### src/rtl/panel_pkg.sv
/*
  Shared types and constants for the front panel mode controller.
  Assumes a single 250 MHz system clock and readings delivered as signed integers.
*/
package panel_pkg;

  localparam int unsigned CLK_HZ        = 250_000_000;
  localparam int unsigned MSG_TIME_MS   = 2000;
  localparam int unsigned ZERO_TIME_MS  = 500;
  localparam longint unsigned MSG_CYCLES  = longint'(CLK_HZ) * MSG_TIME_MS / 1000;
  localparam longint unsigned ZERO_CYCLES = longint'(CLK_HZ) * ZERO_TIME_MS / 1000;

  localparam int FIELD_W = 24;
  localparam int NUM_RANGES = 4;
  localparam int DIGITS = 7;

  // Full scale in units of 0.1 mT, normal probe; high sensitivity divides by ten.
  localparam logic [23:0] FS_R0 = 24'h000BB8;
  localparam logic [23:0] FS_R1 = 24'h001770;
  localparam logic [23:0] FS_R2 = 24'h002EE0;
  localparam logic [23:0] FS_R3 = 24'h007530;

  localparam logic [1:0] RANGE_RESET = 2'h0;

  typedef enum logic [4:0] {
    MODE_DC      = 5'h01,
    MODE_AC      = 5'h02,
    MODE_PEAK    = 5'h04,
    MODE_PEAK_AC = 5'h08,
    MODE_TEMP    = 5'h10
  } disp_mode_t;

  typedef enum logic [3:0] {
    KEY_IDLE  = 4'h1,
    KEY_ONE   = 4'h2,
    KEY_CHORD = 4'h4,
    KEY_WAIT  = 4'h8
  } key_state_t;

  typedef enum logic [2:0] {
    MSG_NONE        = 3'h0,
    MSG_POWER_UP    = 3'h1,
    MSG_NO_SENSOR   = 3'h2,
    MSG_ZERO_DONE   = 3'h3,
    MSG_OVER_RANGE  = 3'h4,
    MSG_PROBE_ABSENT = 3'h5
  } msg_t;

  typedef struct packed {
    logic                      valid;
    logic signed [FIELD_W-1:0] raw;
    logic signed [FIELD_W-1:0] filtered;
  } sample_t;

  typedef struct packed {
    disp_mode_t                mode;
    msg_t                      msg;
    logic                      ac_letter;
    logic                      hold_led;
    logic                      minus;
    logic [FIELD_W-1:0]        magnitude;
    logic [3:0]                range_led;
  } display_t;

endpackage

### src/rtl/front_panel_mode_controller.sv
/*
  Front panel mode controller: key decoding, mode and range stepping, per range zero
  correction, peak hold tracking and status message selection.
  Assumes key and probe status pins are asynchronous, and samples come from same-clock logic.
*/
// Operation
// - Keys take effect on release, never on press.
// - Lone mode release steps dc, ac, peak, peak ac, temperature, dc.
// - Lone range release steps through four ranges, wrapping, mode unchanged.
// - Single-range probe makes a lone range release do nothing; chords with the range key still act.
// - Both keys released outside peak hold zero the range, show zero message.
// - Hold one key, tap the other twice, also zeroes.
// - In peak hold the chord resets the held peak instead.
// - Peak hold shows largest magnitude of the current polarity since entry, reset or polarity change.
// - Polarity change restarts the held peak from the new reading.
// - With filtering on, peak tracker uses filtered value.
// - High-sensitivity probe divides every full scale by ten.
// - AC modes show letter A in the leftmost character.
// - Hold indicator lit whenever a peak hold mode is active.
// - Up to seven digits, minus sign for reverse polarity.
// - Over full scale shows over-range message while the corrected reading stays above full scale.
// - Power up or software restart shows maker message two seconds.
// - No probe shows probe-absent message and disables keys.
// - No sensor shows message after power up and on temperature mode.
// - Independent zero correction per range, dc and ac separately.
// - Over-range locks out every key except range selection.
module front_panel_mode_controller #(
  parameter longint unsigned MSG_CYCLES_P  = panel_pkg::MSG_CYCLES,
  parameter longint unsigned ZERO_CYCLES_P = panel_pkg::ZERO_CYCLES
) (
  input  wire logic               clk_sys_i,
  input  wire logic               rst_i,
  input  wire logic               mode_key_i,
  input  wire logic               range_key_i,
  input  wire logic               probe_present_i,
  input  wire logic               single_range_i,
  input  wire logic               high_sens_i,
  input  wire logic               temp_sensor_i,
  input  wire logic               filter_en_i,
  input  wire logic               restart_i,
  input  wire panel_pkg::sample_t sample_i,
  output panel_pkg::display_t     display_o
);

  logic [1:0] mode_sync;
  logic [1:0] range_sync;
  logic [1:0] probe_sync;
  logic [1:0] single_sync;
  logic [1:0] hs_sync;
  logic [1:0] temp_sync;
  logic [1:0] filt_sync;

  always_ff @(posedge clk_sys_i or posedge rst_i)
  begin
    if (rst_i)
    begin
      mode_sync   <= 2'h0;
      range_sync  <= 2'h0;
      probe_sync  <= 2'h0;
      single_sync <= 2'h0;
      hs_sync     <= 2'h0;
      temp_sync   <= 2'h0;
      filt_sync   <= 2'h0;
    end
    else
    begin
      mode_sync   <= {mode_sync[0], mode_key_i};
      range_sync  <= {range_sync[0], range_key_i};
      probe_sync  <= {probe_sync[0], probe_present_i};
      single_sync <= {single_sync[0], single_range_i};
      hs_sync     <= {hs_sync[0], high_sens_i};
      temp_sync   <= {temp_sync[0], temp_sensor_i};
      filt_sync   <= {filt_sync[0], filter_en_i};
    end
  end

  wire mode_k  = mode_sync[1];
  wire range_k = range_sync[1];
  wire probe_ok = probe_sync[1];

  // Key decoder. A chord is remembered until both keys are up, so one key can be held
  // while the other is tapped: the second tap release completes the chord.
  panel_pkg::key_state_t key_state;
  panel_pkg::key_state_t next_key_state;
  logic                  last_mode;
  logic                  last_range;
  logic [1:0]            taps;
  logic [1:0]            next_taps;
  logic                  lone_mode;
  logic                  lone_range;
  logic                  chord;

  wire any_key = mode_k | range_k;
  wire mode_rel  = last_mode & ~mode_k;
  wire range_rel = last_range & ~range_k;

  always_comb
  begin
    next_key_state = key_state;
    next_taps = taps;
    lone_mode = 1'b0;
    lone_range = 1'b0;
    chord = 1'b0;
    case (key_state)
      panel_pkg::KEY_IDLE:
        if (mode_k & range_k)
          next_key_state = panel_pkg::KEY_CHORD;
        else if (any_key)
          next_key_state = panel_pkg::KEY_ONE;
      panel_pkg::KEY_ONE:
        if (mode_k & range_k)
        begin
          next_key_state = panel_pkg::KEY_CHORD;
          next_taps = 2'h0;
        end
        else if (!any_key)
        begin
          lone_mode = mode_rel;
          lone_range = range_rel;
          next_key_state = panel_pkg::KEY_IDLE;
        end
      panel_pkg::KEY_CHORD:
        if (!any_key)
        begin
          chord = 1'b1;
          next_key_state = panel_pkg::KEY_IDLE;
        end
        else if (mode_rel ^ range_rel)
        begin
          next_taps = taps + 2'h1;
          if (taps == 2'h1)
          begin
            chord = 1'b1;
            next_key_state = panel_pkg::KEY_WAIT;
          end
        end
      panel_pkg::KEY_WAIT:
        if (!any_key)
          next_key_state = panel_pkg::KEY_IDLE;
      default:
        next_key_state = panel_pkg::KEY_IDLE;
    endcase
  end

  always_ff @(posedge clk_sys_i or posedge rst_i)
  begin
    if (rst_i)
    begin
      key_state <= panel_pkg::KEY_IDLE;
      taps <= 2'h0;
      last_mode <= 1'b0;
      last_range <= 1'b0;
    end
    else
    begin
      key_state <= next_key_state;
      taps <= (key_state == panel_pkg::KEY_IDLE) ? 2'h0 : next_taps;
      last_mode <= mode_k;
      last_range <= range_k;
    end
  end

  panel_pkg::disp_mode_t mode;
  logic [1:0]            range_sel;
  logic signed [panel_pkg::FIELD_W-1:0] zero_tab [2*panel_pkg::NUM_RANGES];
  logic signed [panel_pkg::FIELD_W-1:0] peak;
  logic                  peak_neg;
  logic [31:0]           msg_cnt;
  panel_pkg::msg_t       timed_msg;
  logic                  pending_no_sensor;

  wire is_ac   = (mode == panel_pkg::MODE_AC) | (mode == panel_pkg::MODE_PEAK_AC);
  wire is_peak = (mode == panel_pkg::MODE_PEAK) | (mode == panel_pkg::MODE_PEAK_AC);
  wire [2:0] zero_idx = {is_ac, range_sel};

  wire signed [panel_pkg::FIELD_W-1:0] src =
    filt_sync[1] ? sample_i.filtered : sample_i.raw;
  wire signed [panel_pkg::FIELD_W-1:0] corr = src - zero_tab[zero_idx];
  wire corr_neg = corr[panel_pkg::FIELD_W-1];
  wire [panel_pkg::FIELD_W-1:0] corr_mag = corr_neg ? -corr : corr;

  wire [panel_pkg::FIELD_W-1:0] fs_norm =
    (range_sel == 2'h0) ? panel_pkg::FS_R0 :
    (range_sel == 2'h1) ? panel_pkg::FS_R1 :
    (range_sel == 2'h2) ? panel_pkg::FS_R2 : panel_pkg::FS_R3;
  wire [panel_pkg::FIELD_W-1:0] fs = hs_sync[1] ? fs_norm / 24'h00000A : fs_norm;
  // Over-range is judged on the corrected reading, so a large zero offset shifts it.
  wire over_range = (mode != panel_pkg::MODE_TEMP) & (corr_mag > fs);

  wire keys_live = probe_ok & (timed_msg != panel_pkg::MSG_POWER_UP);
  wire do_mode  = keys_live & lone_mode & ~over_range;
  wire do_range = keys_live & lone_range & ~single_sync[1];
  wire do_chord = keys_live & chord & ~over_range;
  wire do_zero  = do_chord & ~is_peak;
  wire peak_clr = (do_chord & is_peak) | do_mode;

  panel_pkg::disp_mode_t next_mode;
  always_comb
  begin
    case (mode)
      panel_pkg::MODE_DC:      next_mode = panel_pkg::MODE_AC;
      panel_pkg::MODE_AC:      next_mode = panel_pkg::MODE_PEAK;
      panel_pkg::MODE_PEAK:    next_mode = panel_pkg::MODE_PEAK_AC;
      panel_pkg::MODE_PEAK_AC: next_mode = panel_pkg::MODE_TEMP;
      panel_pkg::MODE_TEMP:    next_mode = panel_pkg::MODE_DC;
      default:                 next_mode = panel_pkg::MODE_DC;
    endcase
  end

  always_ff @(posedge clk_sys_i or posedge rst_i)
  begin
    if (rst_i)
    begin
      mode <= panel_pkg::MODE_DC;
      range_sel <= panel_pkg::RANGE_RESET;
    end
    else
    begin
      if (do_mode)
        mode <= next_mode;
      if (do_range)
        range_sel <= range_sel + 2'h1;
    end
  end

  genvar gi;
  generate
    for (gi = 0; gi < 2*panel_pkg::NUM_RANGES; gi++)
    begin : g_zero
      always_ff @(posedge clk_sys_i or posedge rst_i)
      begin
        if (rst_i)
          zero_tab[gi] <= '0;
        else if (do_zero && sample_i.valid && zero_idx == 3'(gi))
          zero_tab[gi] <= src;
      end
    end
  endgenerate

  always_ff @(posedge clk_sys_i or posedge rst_i)
  begin
    if (rst_i)
    begin
      peak <= '0;
      peak_neg <= 1'b0;
    end
    else if (peak_clr)
    begin
      peak <= '0;
      peak_neg <= 1'b0;
    end
    else if (sample_i.valid && is_peak)
    begin
      if (corr_neg != peak_neg)
      begin
        peak <= signed'(corr_mag);
        peak_neg <= corr_neg;
      end
      else if (signed'(corr_mag) > peak)
        peak <= signed'(corr_mag);
    end
  end

  // Timed messages: power up, then no-sensor, zero done. The restart input reuses the
  // power-up path so both starts behave alike.
  wire msg_done = (msg_cnt == 32'h00000000);
  wire temp_sel = do_mode & (next_mode == panel_pkg::MODE_TEMP) & ~temp_sync[1];

  always_ff @(posedge clk_sys_i or posedge rst_i)
  begin
    if (rst_i)
    begin
      timed_msg <= panel_pkg::MSG_POWER_UP;
      msg_cnt <= 32'(MSG_CYCLES_P - 1);
      pending_no_sensor <= 1'b1;
    end
    else if (restart_i)
    begin
      timed_msg <= panel_pkg::MSG_POWER_UP;
      msg_cnt <= 32'(MSG_CYCLES_P - 1);
      pending_no_sensor <= 1'b1;
    end
    else if (temp_sel)
    begin
      timed_msg <= panel_pkg::MSG_NO_SENSOR;
      msg_cnt <= 32'(MSG_CYCLES_P - 1);
    end
    else if (do_zero)
    begin
      timed_msg <= panel_pkg::MSG_ZERO_DONE;
      msg_cnt <= 32'(ZERO_CYCLES_P - 1);
    end
    else if (!msg_done)
      msg_cnt <= msg_cnt - 32'h00000001;
    else if (timed_msg == panel_pkg::MSG_POWER_UP && pending_no_sensor && !temp_sync[1])
    begin
      timed_msg <= panel_pkg::MSG_NO_SENSOR;
      msg_cnt <= 32'(MSG_CYCLES_P - 1);
      pending_no_sensor <= 1'b0;
    end
    else
    begin
      timed_msg <= panel_pkg::MSG_NONE;
      pending_no_sensor <= 1'b0;
    end
  end

  wire panel_pkg::msg_t shown_msg =
    !probe_ok ? panel_pkg::MSG_PROBE_ABSENT :
    (timed_msg == panel_pkg::MSG_POWER_UP) ? panel_pkg::MSG_POWER_UP :
    over_range ? panel_pkg::MSG_OVER_RANGE : timed_msg;

  wire [panel_pkg::FIELD_W-1:0] shown_mag = is_peak ? peak : corr_mag;
  wire shown_neg = is_peak ? peak_neg : corr_neg;

  always_ff @(posedge clk_sys_i or posedge rst_i)
  begin
    if (rst_i)
      display_o <= '{mode: panel_pkg::MODE_DC, msg: panel_pkg::MSG_POWER_UP, default: '0};
    else
    begin
      display_o.mode <= mode;
      display_o.msg <= shown_msg;
      display_o.ac_letter <= is_ac;
      display_o.hold_led <= is_peak;
      display_o.minus <= shown_neg & (shown_mag != '0);
      display_o.magnitude <= shown_mag;
      display_o.range_led <= 4'h1 << range_sel;
    end
  end

endmodule

### config.mk
export PLATFORM = sky130hd
export DESIGN_NAME = front_panel_mode_controller
export DESIGN_NICKNAME = d
export VERILOG_FILES = /design/src/rtl/panel_pkg.sv /design/src/rtl/front_panel_mode_controller.sv
export SDC_FILE = /design/constraint.sdc
export NUM_CORES = 1
export LEC_CHECK = 0
export BUFFER_PORTS_ARGS = -buffer_cell sky130_fd_sc_hd__buf_4
export CAP_MARGIN = 10
export CORE_MARGIN = 1
export CORE_UTILIZATION = 50
export CTS_CLUSTER_SIZE = 8
export DETAILED_ROUTE_END_ITERATION = 8
export PLACE_DENSITY = 0.68
export SYNTH_ARGS = -nofsm -noshare
export SYNTH_HDL_FRONTEND = slang
export SYNTH_SLANG_ARGS = --single-unit
export TNS_END_PERCENT = 20
### constraint.sdc
create_clock -name clk_sys_i -period 12.1 [get_ports clk_sys_i]
set_input_delay 1.815 -clock clk_sys_i [delete_from_list [all_inputs] [get_ports clk_sys_i]]
set_output_delay 1.815 -clock clk_sys_i [all_outputs]
set_load 0.02 [all_outputs]
==> flow_summary.json, run 1 <==
{
  "status": "complete, no violations",
  "cts_resized": 0,
  "vias": 13327,
  "worstHoldStart": "range_sync[0]",
  "cts_max_path_buffers": 3,
  "dpl.cell_count": 2174,
  "core_sq_mm": 0.03696,
  "synth_edf_count": 0,
  "fin_setup_tns_ns": 0,
  "final_common_cell": "dfrtp_1",
  "fin_crit_sh": 0.7514,
  "leakagePower_uw": 0.009535,
  "intPower_uw": 2021,
  "slowest_delay_ns": 0.89,
  "area_growth_pct": 12.60,
  "cts_tree": "built",
  "reg2reg_slack_ns": 3.01,
  "ir_worst_vdd_uv": 99.19,
  "synth_cell_types": 89,
  "rsz0062_at_grt": "false",
  "sw_frac_of_total": 0.2868,
  "crit_required_ns": 12.54,
  "worstPathMaxFanout": 28,
  "r2r-start": "mode[1]",
  "path_buf_inv": 3,
  "fmax_mhz": 110.0,
  "wire_per_inst_um": 19.73,
  "grt_max_degree": 124,
  "grt_pass1_wl_um": 72910,
  "insertion_delay_ns": 0.57,
  "cts_hold_buf": 0,
  "cts_htree_levels": 2,
  "crit_family": "compound AO/OA/AOI/OAI gates",
  "cts-root-buf": "clkbuf_16",
  "clk_pin_slew_ns": 0.05,
  "grt_pass1_vias": 13466,
  "seq_power_share": 0.400,
  "finalNonFillerCells": 2250,
  "end_kind": "flop",
  "yosysTopAreaCellShare": 0.3882,
  "portBuffers": 97,
  "cp.depth": 27,
  "synth_warnings": 0,
  "regToRegEndpoint": "zero_tab[117]",
  "die-area_sq_mm": 0.03868,
  "row_count": 70,
  "cts_made_buffers": 46,
  "setup.worst_path.class": "flop to flop",
  "power_density_mw_per_mm2": 132.8,
  "drt-initial-drc-count": 744,
  "yosys_register_bits": 320,
  "ys_seq_area_frac": 0.4243,
  "crit_start": "mode[1]",
  "max-slew-margin-rel": 0.2059,
  "nets": 1854,
  "hold_class": "flop to flop",
  "synthCells": 1632,
  "maxSlewViolCount": 0,
  "crit_end": "zero_tab[117]",
  "place_hpwl_um": 29860,
  "hold_viol_final": 0,
  "drtPass1Iterations": 7,
  "drtAntennaViolNets": 0,
  "setup_violations": 0,
  "syn_area_per_cell_sq_um": 11.61,
  "die_w_um": 196.7,
  "cts.sinks": 320,
  "critPathLaunchType": "flop",
  "start_util": 0.5127,
  "vias_per_cell": 5.923,
  "overflow": 0,
  "p_comb_frac": 0.189,
  "tightest_slew_ns": 1.182,
  "p_clk_frac": 0.411,
  "grt_use_total": 0.2377,
  "final_cell_mix": "dfrtp_1, mux2_2, nor2_1",
  "syn_area_sq_mm": 0.01895,
  "die_h_um": 196.7,
  "yosys_most_used_dff": "dfrtp_1",
  "syn_nets": 1768,
  "post_cts_buffers": 0,
  "synthArstFlopShare": 1.000,
  "synthTopCellsByArea": "dfrtp_1, mux2_2, mux2_4",
  "antennaDiodeCount": 0,
  "utilization": 0.5773,
  "r2r_cells": 27,
  "skew_ns": 0.02033,
  "drc": 0,
  "antenna_found_initial": 0,
  "slowest_stage": "nor4_4",
  "totalWireLength_um": 44400,
  "yosysTopAreaCell": "dfrtp_1",
  "p_sw_uw": 813.0,
  "cap_viol_max_count": 0,
  "ios": 98,
  "fin_crit_ns": 9.092,
  "drive_above_1_share": 0.3047,
  "place_congestion": 0.9260,
  "cp.arrival_ns": 9.54
}
[routing by layer]
metal,part of all wire,up-vias,wire [um],GRT usage
met2,0.47,355,20720,0.3790
met1,0.46,6735,20510,0.3319
met3,0.042,72,1885,0.03303
li1,-,6165,-,-
met4,0.029,0,1281,0.08728
met5,0,-,0,0
[area by class of cell]
| type | count | area (sq um) |
|---|---|---|
| inverter | 52 | 202.7 |
| timing repair buffer | 118 | 885.9 |
| multi-input combinational | 1180 | 10280 |
| fill | 3091 | 15620 |
| clock inverter | 5 | 46.29 |
| clock buffer | 71 | 1245 |
| tap | 504 | 630.6 |
| sequential | 320 | 8041 |
[logic make-up after synthesis]
logic type               count (synthesis)  synth area share
AND/OR/NAND/NOR                        409            0.1087
multiplexers                           334            0.2394
flip-flops                             320            0.4243
AO/OA/AOI/OAI                          297            0.1119
buffers and inverters                  132           0.03354
adder cells (fa/ha/maj)                 77           0.05124
XOR/XNOR                                63           0.03090
[through the flow]
step	setup WS (ns)	hold slack [ns]	power [uW]	area, sq um
6_report	3.008	0.3370	2834	21340
5_1_grt	2.288	0.3498	2966	21340
4_1_cts	3.054	0.3356	2860	21340
3_5_place_dp	3.077	0.3356	1680	20050
3_3_place_gp	3.185	0.3329	1669	20050
2_1_floorplan	1.472	0.3312	1515	18950
[how the worst min path moves through the flow]
stage	end	slack, ns	depth (start not counted)
floorplan	filt_sync[1]	0.33	0
global placement	range_sync[1]	0.33	0
global route	range_sync[1]	0.35	0
finish	range_sync[1]	0.34	0
CTS	range_sync[1]	0.34	0
detailed placement	range_sync[1]	0.34	0
[power groups by stage]
stage	Sequential, uW	Combinational (uW)	Clock, uW
after detailed placement	1150	530	0
after global routing	1140	590	1240
after CTS	1130	534	1190
after global placement	1150	520	0
after floorplan	1180	336	0
final	1130	535	1170
[worst reg2reg max path, cell delays in order, from the launching register on]
cell and delay (ns):
dfrtp_1 0.50, xnor2_4 0.20, nor4_4 0.89, buf_4 0.57
mux4_2 0.31, nand2_1 0.07, nand2_1 0.12, ha_1 0.22
inv_1 0.08, fa_1 0.46, a211oi_4 0.38, o211ai_1 0.22
a31o_2 0.32, xnor2_2 0.20, o2111ai_2 0.28, nor3_2 0.41
nor2_1 0.09, xor2_1 0.43, ha_1 0.33, a21o_1 0.17
a2111oi_0 0.36, a221o_1 0.24, o311ai_1 0.13, nor4_4 0.31
nand2_4 0.29, a2111oi_4 0.43, buf_4 0.53, mux2_2 0.42
[cells in the mapped netlist (10+ instances only)]
cell type  number
a21o_1         18
a21oi_1        90
a31oi_1        14
and3_1         11
buf_1          11
buf_2          13
buf_4          13
buf_6          10
clkbuf_1       33
dfrtp_1       294
dfstp_2        26
ha_1           76
inv_1          50
mux2_2        154
mux2_4         80
mux2i_1        52
mux4_2         48
nand2_1        98
nand2b_1       10
nand3_1        23
nand4_1        21
nor2_1        122
nor2b_1        11
nor3_1         34
nor4_1         17
o21a_1         22
o21ai_0        48
or3_1          12
or4_1          12
xnor2_1        35
xor2_1         25
[sequential cells by signal, summed over array words and instances, names as in the netlist, 2 cells and up]
signal,cells
display_o,39
filt_sync,2
hs_sync,2
key_state,4
mode,5
mode_sync,2
msg_cnt,32
peak,24
probe_sync,2
range_sel,2
range_sync,2
single_sync,2
taps,2
temp_sync,2
timed_msg,2
zero_tab,192
Power figures use the tool's default switching activity.
==> run 2: changes to the inputs <==
==> constraint.sdc (replaced) <==
create_clock -name clk_sys_i -period 9.4 [get_ports clk_sys_i]
set_input_delay 1.41 -clock clk_sys_i [delete_from_list [all_inputs] [get_ports clk_sys_i]]
set_output_delay 1.41 -clock clk_sys_i [all_outputs]
set_load 0.02 [all_outputs]
==> run 2 against run 1 <==
  * Power up 28%
  * Sequential share of layout area down 0.068 points
  * Critical path depth shrank 2
  * Critical endpoint is now zero_tab[188]
  * Largest cell class unchanged
  * Largest power group unchanged
==> flow_summary.json, run 2 (synthesis results as in run 1) <==
{
  "status": "complete, no violations",
  "die_h_um": 196.7,
  "cts_htree_levels": 2,
  "fin_crit_ns": 8.380,
  "clk_pin_slew_ns": 0.05,
  "fin_ws_ns": 1.020,
  "rsz0062_at_grt": "false",
  "fillers": 3079,
  "cts.sinks": 320,
  "hold_viol_final": 0,
  "area_growth_pct": 12.80,
  "cp.arrival_ns": 8.84,
  "portBuffers": 97,
  "die-area_sq_mm": 0.03868,
  "postLayoutCellArea_sq_mm": 0.02138,
  "fin_crit_sh": 0.8915,
  "cts_tree": "built",
  "ir_worst_vdd_uv": 105.4,
  "tightest_slew_ns": 1.089,
  "vias_per_cell": 5.943,
  "r2r_cells": 25,
  "cts_resized": 0,
  "drtPass1Iterations": 5,
  "place_area_sq_mm": 0.02012,
  "post-place-ws_ns": 1.089,
  "antenna_found_initial": 0,
  "reg_top3": "zero_tab (192), display_o (39), msg_cnt (32)",
  "ff_latch_area_sq_mm": 0.008041,
  "cts_max_path_buffers": 3,
  "cts_hold_buf": 0,
  "critPathLaunchType": "flop",
  "drtAntennaViolNets": 0,
  "nets": 1858,
  "grt_pass1_wl_um": 74340,
  "fin_setup_tns_ns": 0,
  "wire_per_inst_um": 20.34,
  "cts-root-buf": "clkbuf_16",
  "final_cell_mix": "dfrtp_1, mux2_2, nor2_1",
  "vias": 13349,
  "core_sq_mm": 0.03696,
  "drive_above_1_share": 0.3065,
  "fmax_mhz": 119.3,
  "overflow": 0,
  "cap_viol_max_count": 0,
  "end_kind": "flop",
  "maxSlewViolCount": 0,
  "finalNonFillerCells": 2246,
  "dpl.cell_count": 2179,
  "grt_use_total": 0.2438,
  "antennaDiodeCount": 0,
  "leakagePower_uw": 0.009551,
  "worstPathMaxFanout": 57,
  "setup_violations": 0,
  "final_common_cell": "dfrtp_1",
  "insertion_delay_ns": 0.58,
  "max_flop_register": "zero_tab",
  "hold_path_depth": 0,
  "post_cts_buffers": 0,
  "hold_slack_ns": 0.3439,
  "totalWireLength_um": 45680,
  "ios": 98,
  "multiInputGateArea_sq_mm": 0.01028,
  "hold_class": "flop to flop",
  "row_count": 70,
  "place_hpwl_um": 30600,
  "start_util": 0.5127,
  "drc": 0,
  "max-slew-margin-rel": 0.2720,
  "place_congestion": 0.8628,
  "grt_pass1_vias": 13703,
  "largest_reg_flops": 192,
  "skew_ns": 0.01884,
  "setup.worst_path.class": "flop to flop",
  "cts_made_buffers": 45,
  "grt_max_degree": 180,
  "crit_required_ns": 9.86,
  "power_density_mw_per_mm2": 170.0,
  "die_w_um": 196.7,
  "drt-initial-drc-count": 811
}
==> run 2: cell types whose count changed in the layout (fill, tap and decap cells not counted) <==
| cell | previous run | this run |
|---|---|---|
| buf_4 | 118 | 120 |
| inv_8 | 1 | 0 |
| inv_6 | 2 | 0 |
| clkinv_2 | 1 | 0 |
| inv_16 | 0 | 1 |
| buf_12 | 0 | 3 |
| clkbuf_1 | 25 | 19 |
==> run 2: final cells by class <==
type,instances,share of cell area
Multi-Input combinational cell,1180,0.4812
Inverter,52,0.009307
Timing Repair Buffer,123,0.04495
Tap cell,504,0.02950
Sequential cell,320,0.3762
Clock inverter,2,0.001697
Clock buffer,65,0.05719
==> run 2: power by group <==
part / internal [uW] / switching, uW / total, uW
sequential: 1430 / 27.1 / 1460
clock: 890 / 595 / 1490
combinational: 272 / 418 / 690
==> run 2: worst max-delay path, stage by stage, from the launching register on <==
cell and delay (ns):
dfrtp_1 0.49, xnor2_4 0.20, nor4_4 0.20, buf_12 0.38
mux4_2 0.37, mux2i_1 0.22, ha_1 0.38, a21oi_1 0.32
o21ai_0 0.22, a21oi_1 0.23, o21ai_0 0.10, a21oi_1 0.38
xor2_1 0.62, o21ai_0 0.23, xor2_1 0.41, ha_1 0.32
a21o_1 0.19, a21o_1 0.17, a2111oi_0 0.41, a221o_1 0.25
o311ai_1 0.14, nor4_4 0.31, nand2_4 0.28, a2111oi_4 0.41
buf_4 0.56, mux2_2 0.40
==> run 2: path summary, 6_finish.rpt <==
path / startpoint / end / slack, ns
hold reg to reg: filt_sync[0] / filt_sync[1] / 0.34
hold / removal: filt_sync[0] / filt_sync[1] / 0.34
setup reg to reg: mode[1] / zero_tab[188] / 1.02
min in group asynchronous: rst_i / peak[11] / 1.14
max in group asynchronous: rst_i / zero_tab[11] / 6.74
setup / recovery: mode[1] / zero_tab[188] / 1.02
==> run 2: layer usage <==
layer	share of wire	global-route usage
met1	0.45	0.3299
met2	0.48	0.4004
met3	0.042	0.03765
met4	0.028	0.08384
met5	0	0
==> run 2: metrics by stage <==
step,util,total power (uW)
final,0.5783,3634
after global routing,0.5783,3804
after CTS,0.5783,3678
after detailed placement,0.5443,2165
after global placement,0.5443,2150
after floorplan,-,1951
==> run 3: changes to the inputs <==
--- a/config.mk
+++ b/config.mk
@@ -12,6 +12,7 @@
 export CTS_CLUSTER_SIZE = 8
 export DETAILED_ROUTE_END_ITERATION = 8
 export PLACE_DENSITY = 0.68
+export REMOVE_ABC_BUFFERS = 1
 export SYNTH_ARGS = -nofsm -noshare
 export SYNTH_HDL_FRONTEND = slang
 export SYNTH_SLANG_ARGS = --single-unit
==> run 3 against run 2 <==
  * Die area unchanged
  * Sequential cell count unchanged
  * Maximum frequency decreased by 2.4%
  * Core utilization about the same
  * Worst setup slack got worse by 0.20 ns
  * Register-to-register slack got worse by 0.20 ns
  * Power increased by 0.30%
  * Critical path depth unchanged
  * Clock power about the same
  * Cell count about the same
  * Critical endpoint is now zero_tab[166]
  * Critical path type unchanged
  * Non-clock buffer count decreased by 5
==> flow_summary.json, run 3 (synthesis results as in run 1) <==
{
  "wire_per_inst_um": 20.10,
  "cts.sinks": 320,
  "dpl.cell_count": 2174,
  "fmax_mhz": 116.5,
  "final_common_cell": "dfrtp_1",
  "portBuffers": 97,
  "insertion_delay_ns": 0.57,
  "hold_viol_final": 0,
  "place_congestion": 0.9055,
  "post-place-ws_ns": 0.8102,
  "max_flop_register": "zero_tab",
  "tightest_slew_ns": 1.101,
  "slowest_delay_ns": 0.67,
  "antennaDiodeCount": 0,
  "end_kind": "flop",
  "reg_top3": "zero_tab (192), display_o (39), msg_cnt (32)",
  "vias_per_cell": 5.904,
  "fillers": 3134,
  "antenna_found_initial": 0,
  "slowest_stage": "xor2_1",
  "cap_viol_max_count": 0,
  "rsz0062_at_grt": "false",
  "row_count": 70,
  "drc": 0,
  "clk_pin_slew_ns": 0.05,
  "start_util": 0.5127,
  "grt_max_degree": 167,
  "totalWireLength_um": 45100,
  "drive_above_1_share": 0.3063,
  "cts_tree": "built",
  "overflow": 0,
  "critPathLaunchType": "flop",
  "setup_violations": 0,
  "worstPathMaxFanout": 57,
  "vias": 13248,
  "maxSlewViolCount": 0,
  "grt_pass1_wl_um": 72970,
  "drtAntennaViolNets": 0,
  "fin_ws_ns": 0.8153,
  "cts-root-buf": "clkbuf_16",
  "status": "complete, no violations",
  "cts_htree_levels": 2,
  "die-area_sq_mm": 0.03868,
  "ir_worst_vdd_uv": 130.5,
  "post_cts_buffers": 0,
  "fin_crit_ns": 8.585,
  "cts_max_path_buffers": 3,
  "fin_crit_sh": 0.9133,
  "cts_hold_buf": 0,
  "core_sq_mm": 0.03696,
  "power_density_mw_per_mm2": 170.6,
  "grt_use_total": 0.2392,
  "finalNonFillerCells": 2244,
  "die_w_um": 196.7,
  "drtPass1Iterations": 5,
  "ios": 98,
  "grt_pass1_vias": 13421,
  "skew_ns": 0.01773,
  "place_area_sq_mm": 0.02009,
  "place_hpwl_um": 29990,
  "crit_required_ns": 9.84,
  "cts_resized": 0,
  "cts_made_buffers": 46,
  "setup.worst_path.class": "flop to flop",
  "drt-initial-drc-count": 833,
  "largest_reg_flops": 192,
  "nets": 1854,
  "final_cell_mix": "dfrtp_1, mux2_2, nor2_1",
  "hold_class": "flop to flop",
  "max-slew-margin-rel": 0.2641,
  "leakagePower_uw": 0.009552,
  "die_h_um": 196.7,
  "postLayoutCellArea_sq_mm": 0.02137,
  "area_growth_pct": 12.76,
  "cp.arrival_ns": 9.03
}
run 3: final cells by class:
| type | instances | area (sq um) | share of cell area |
|---|---|---|---|
| clock buffer | 65 | 1232 | 0.05768 |
| clock inverter | 5 | 43.79 | 0.002050 |
| inverter | 52 | 202.7 | 0.009486 |
| multi-input combinational | 1180 | 10290 | 0.4817 |
| sequential | 320 | 8041 | 0.3764 |
| tap | 504 | 630.6 | 0.02951 |
| timing repair buffer | 118 | 923.4 | 0.04322 |
run 3: final timing paths:
check / from / endpoint / slack, ns / cells past startpoint
worst max register to register: mode[1] / zero_tab[166] / 0.82 / 25
worst max-delay path: mode[1] / zero_tab[166] / 0.82 / 25
worst min register to register: probe_sync[0] / probe_sync[1] / 0.35 / 0
min in group asynchronous: rst_i / display_o[23] / 0.89 / 2
max in group asynchronous: rst_i / zero_tab[90] / 7.09 / 3
worst min-delay path: probe_sync[0] / probe_sync[1] / 0.35 / 0
run 3: metal layers:
layer / part of all wire / vias up / track usage / routed length, um
met2: 0.47 / 299 / 0.3876 / 21240
met4: 0.030 / 0 / 0.09216 / 1342
li1: - / 6191 / - / -
met3: 0.040 / 80 / 0.03765 / 1793
met1: 0.46 / 6678 / 0.3239 / 20720
met5: 0 / - / 0 / 0
run 3: metrics by stage:
stage	TNS (ns)	total power (uW)	hold WS (ns)	utilization
after global routing	0	3804	0.3568	0.5781
after detailed placement	0	2170	0.3387	0.5436
after floorplan	-262.94	1945	0.3312	-
after global placement	0	2159	0.3335	0.5436
final	0	3645	0.3481	0.5781
after CTS	0	3681	0.3509	0.5781
run 3: worst max-delay path, delay by kind of cell (launching register included):
| family | cells | cell delay, ns |
|---|---|---|
| buffers and inverters | 2 | 0.89 |
| multiplexers | 3 | 0.95 |
| adder cells (fa/ha/maj) | 2 | 0.72 |
| AO/OA/AOI/OAI | 12 | 3.10 |
| XOR/XNOR | 3 | 1.38 |
| AND/OR/NAND/NOR | 3 | 0.80 |
| flip-flops | 1 | 0.50 |
run 3: power by group:
part	leakage (uW)	internal (uW)	total (uW)	switching, uW
Clock	0.000619	898	1490	595
Sequential	0.00427	1430	1460	28.0
Combinational	0.00466	270	692	422
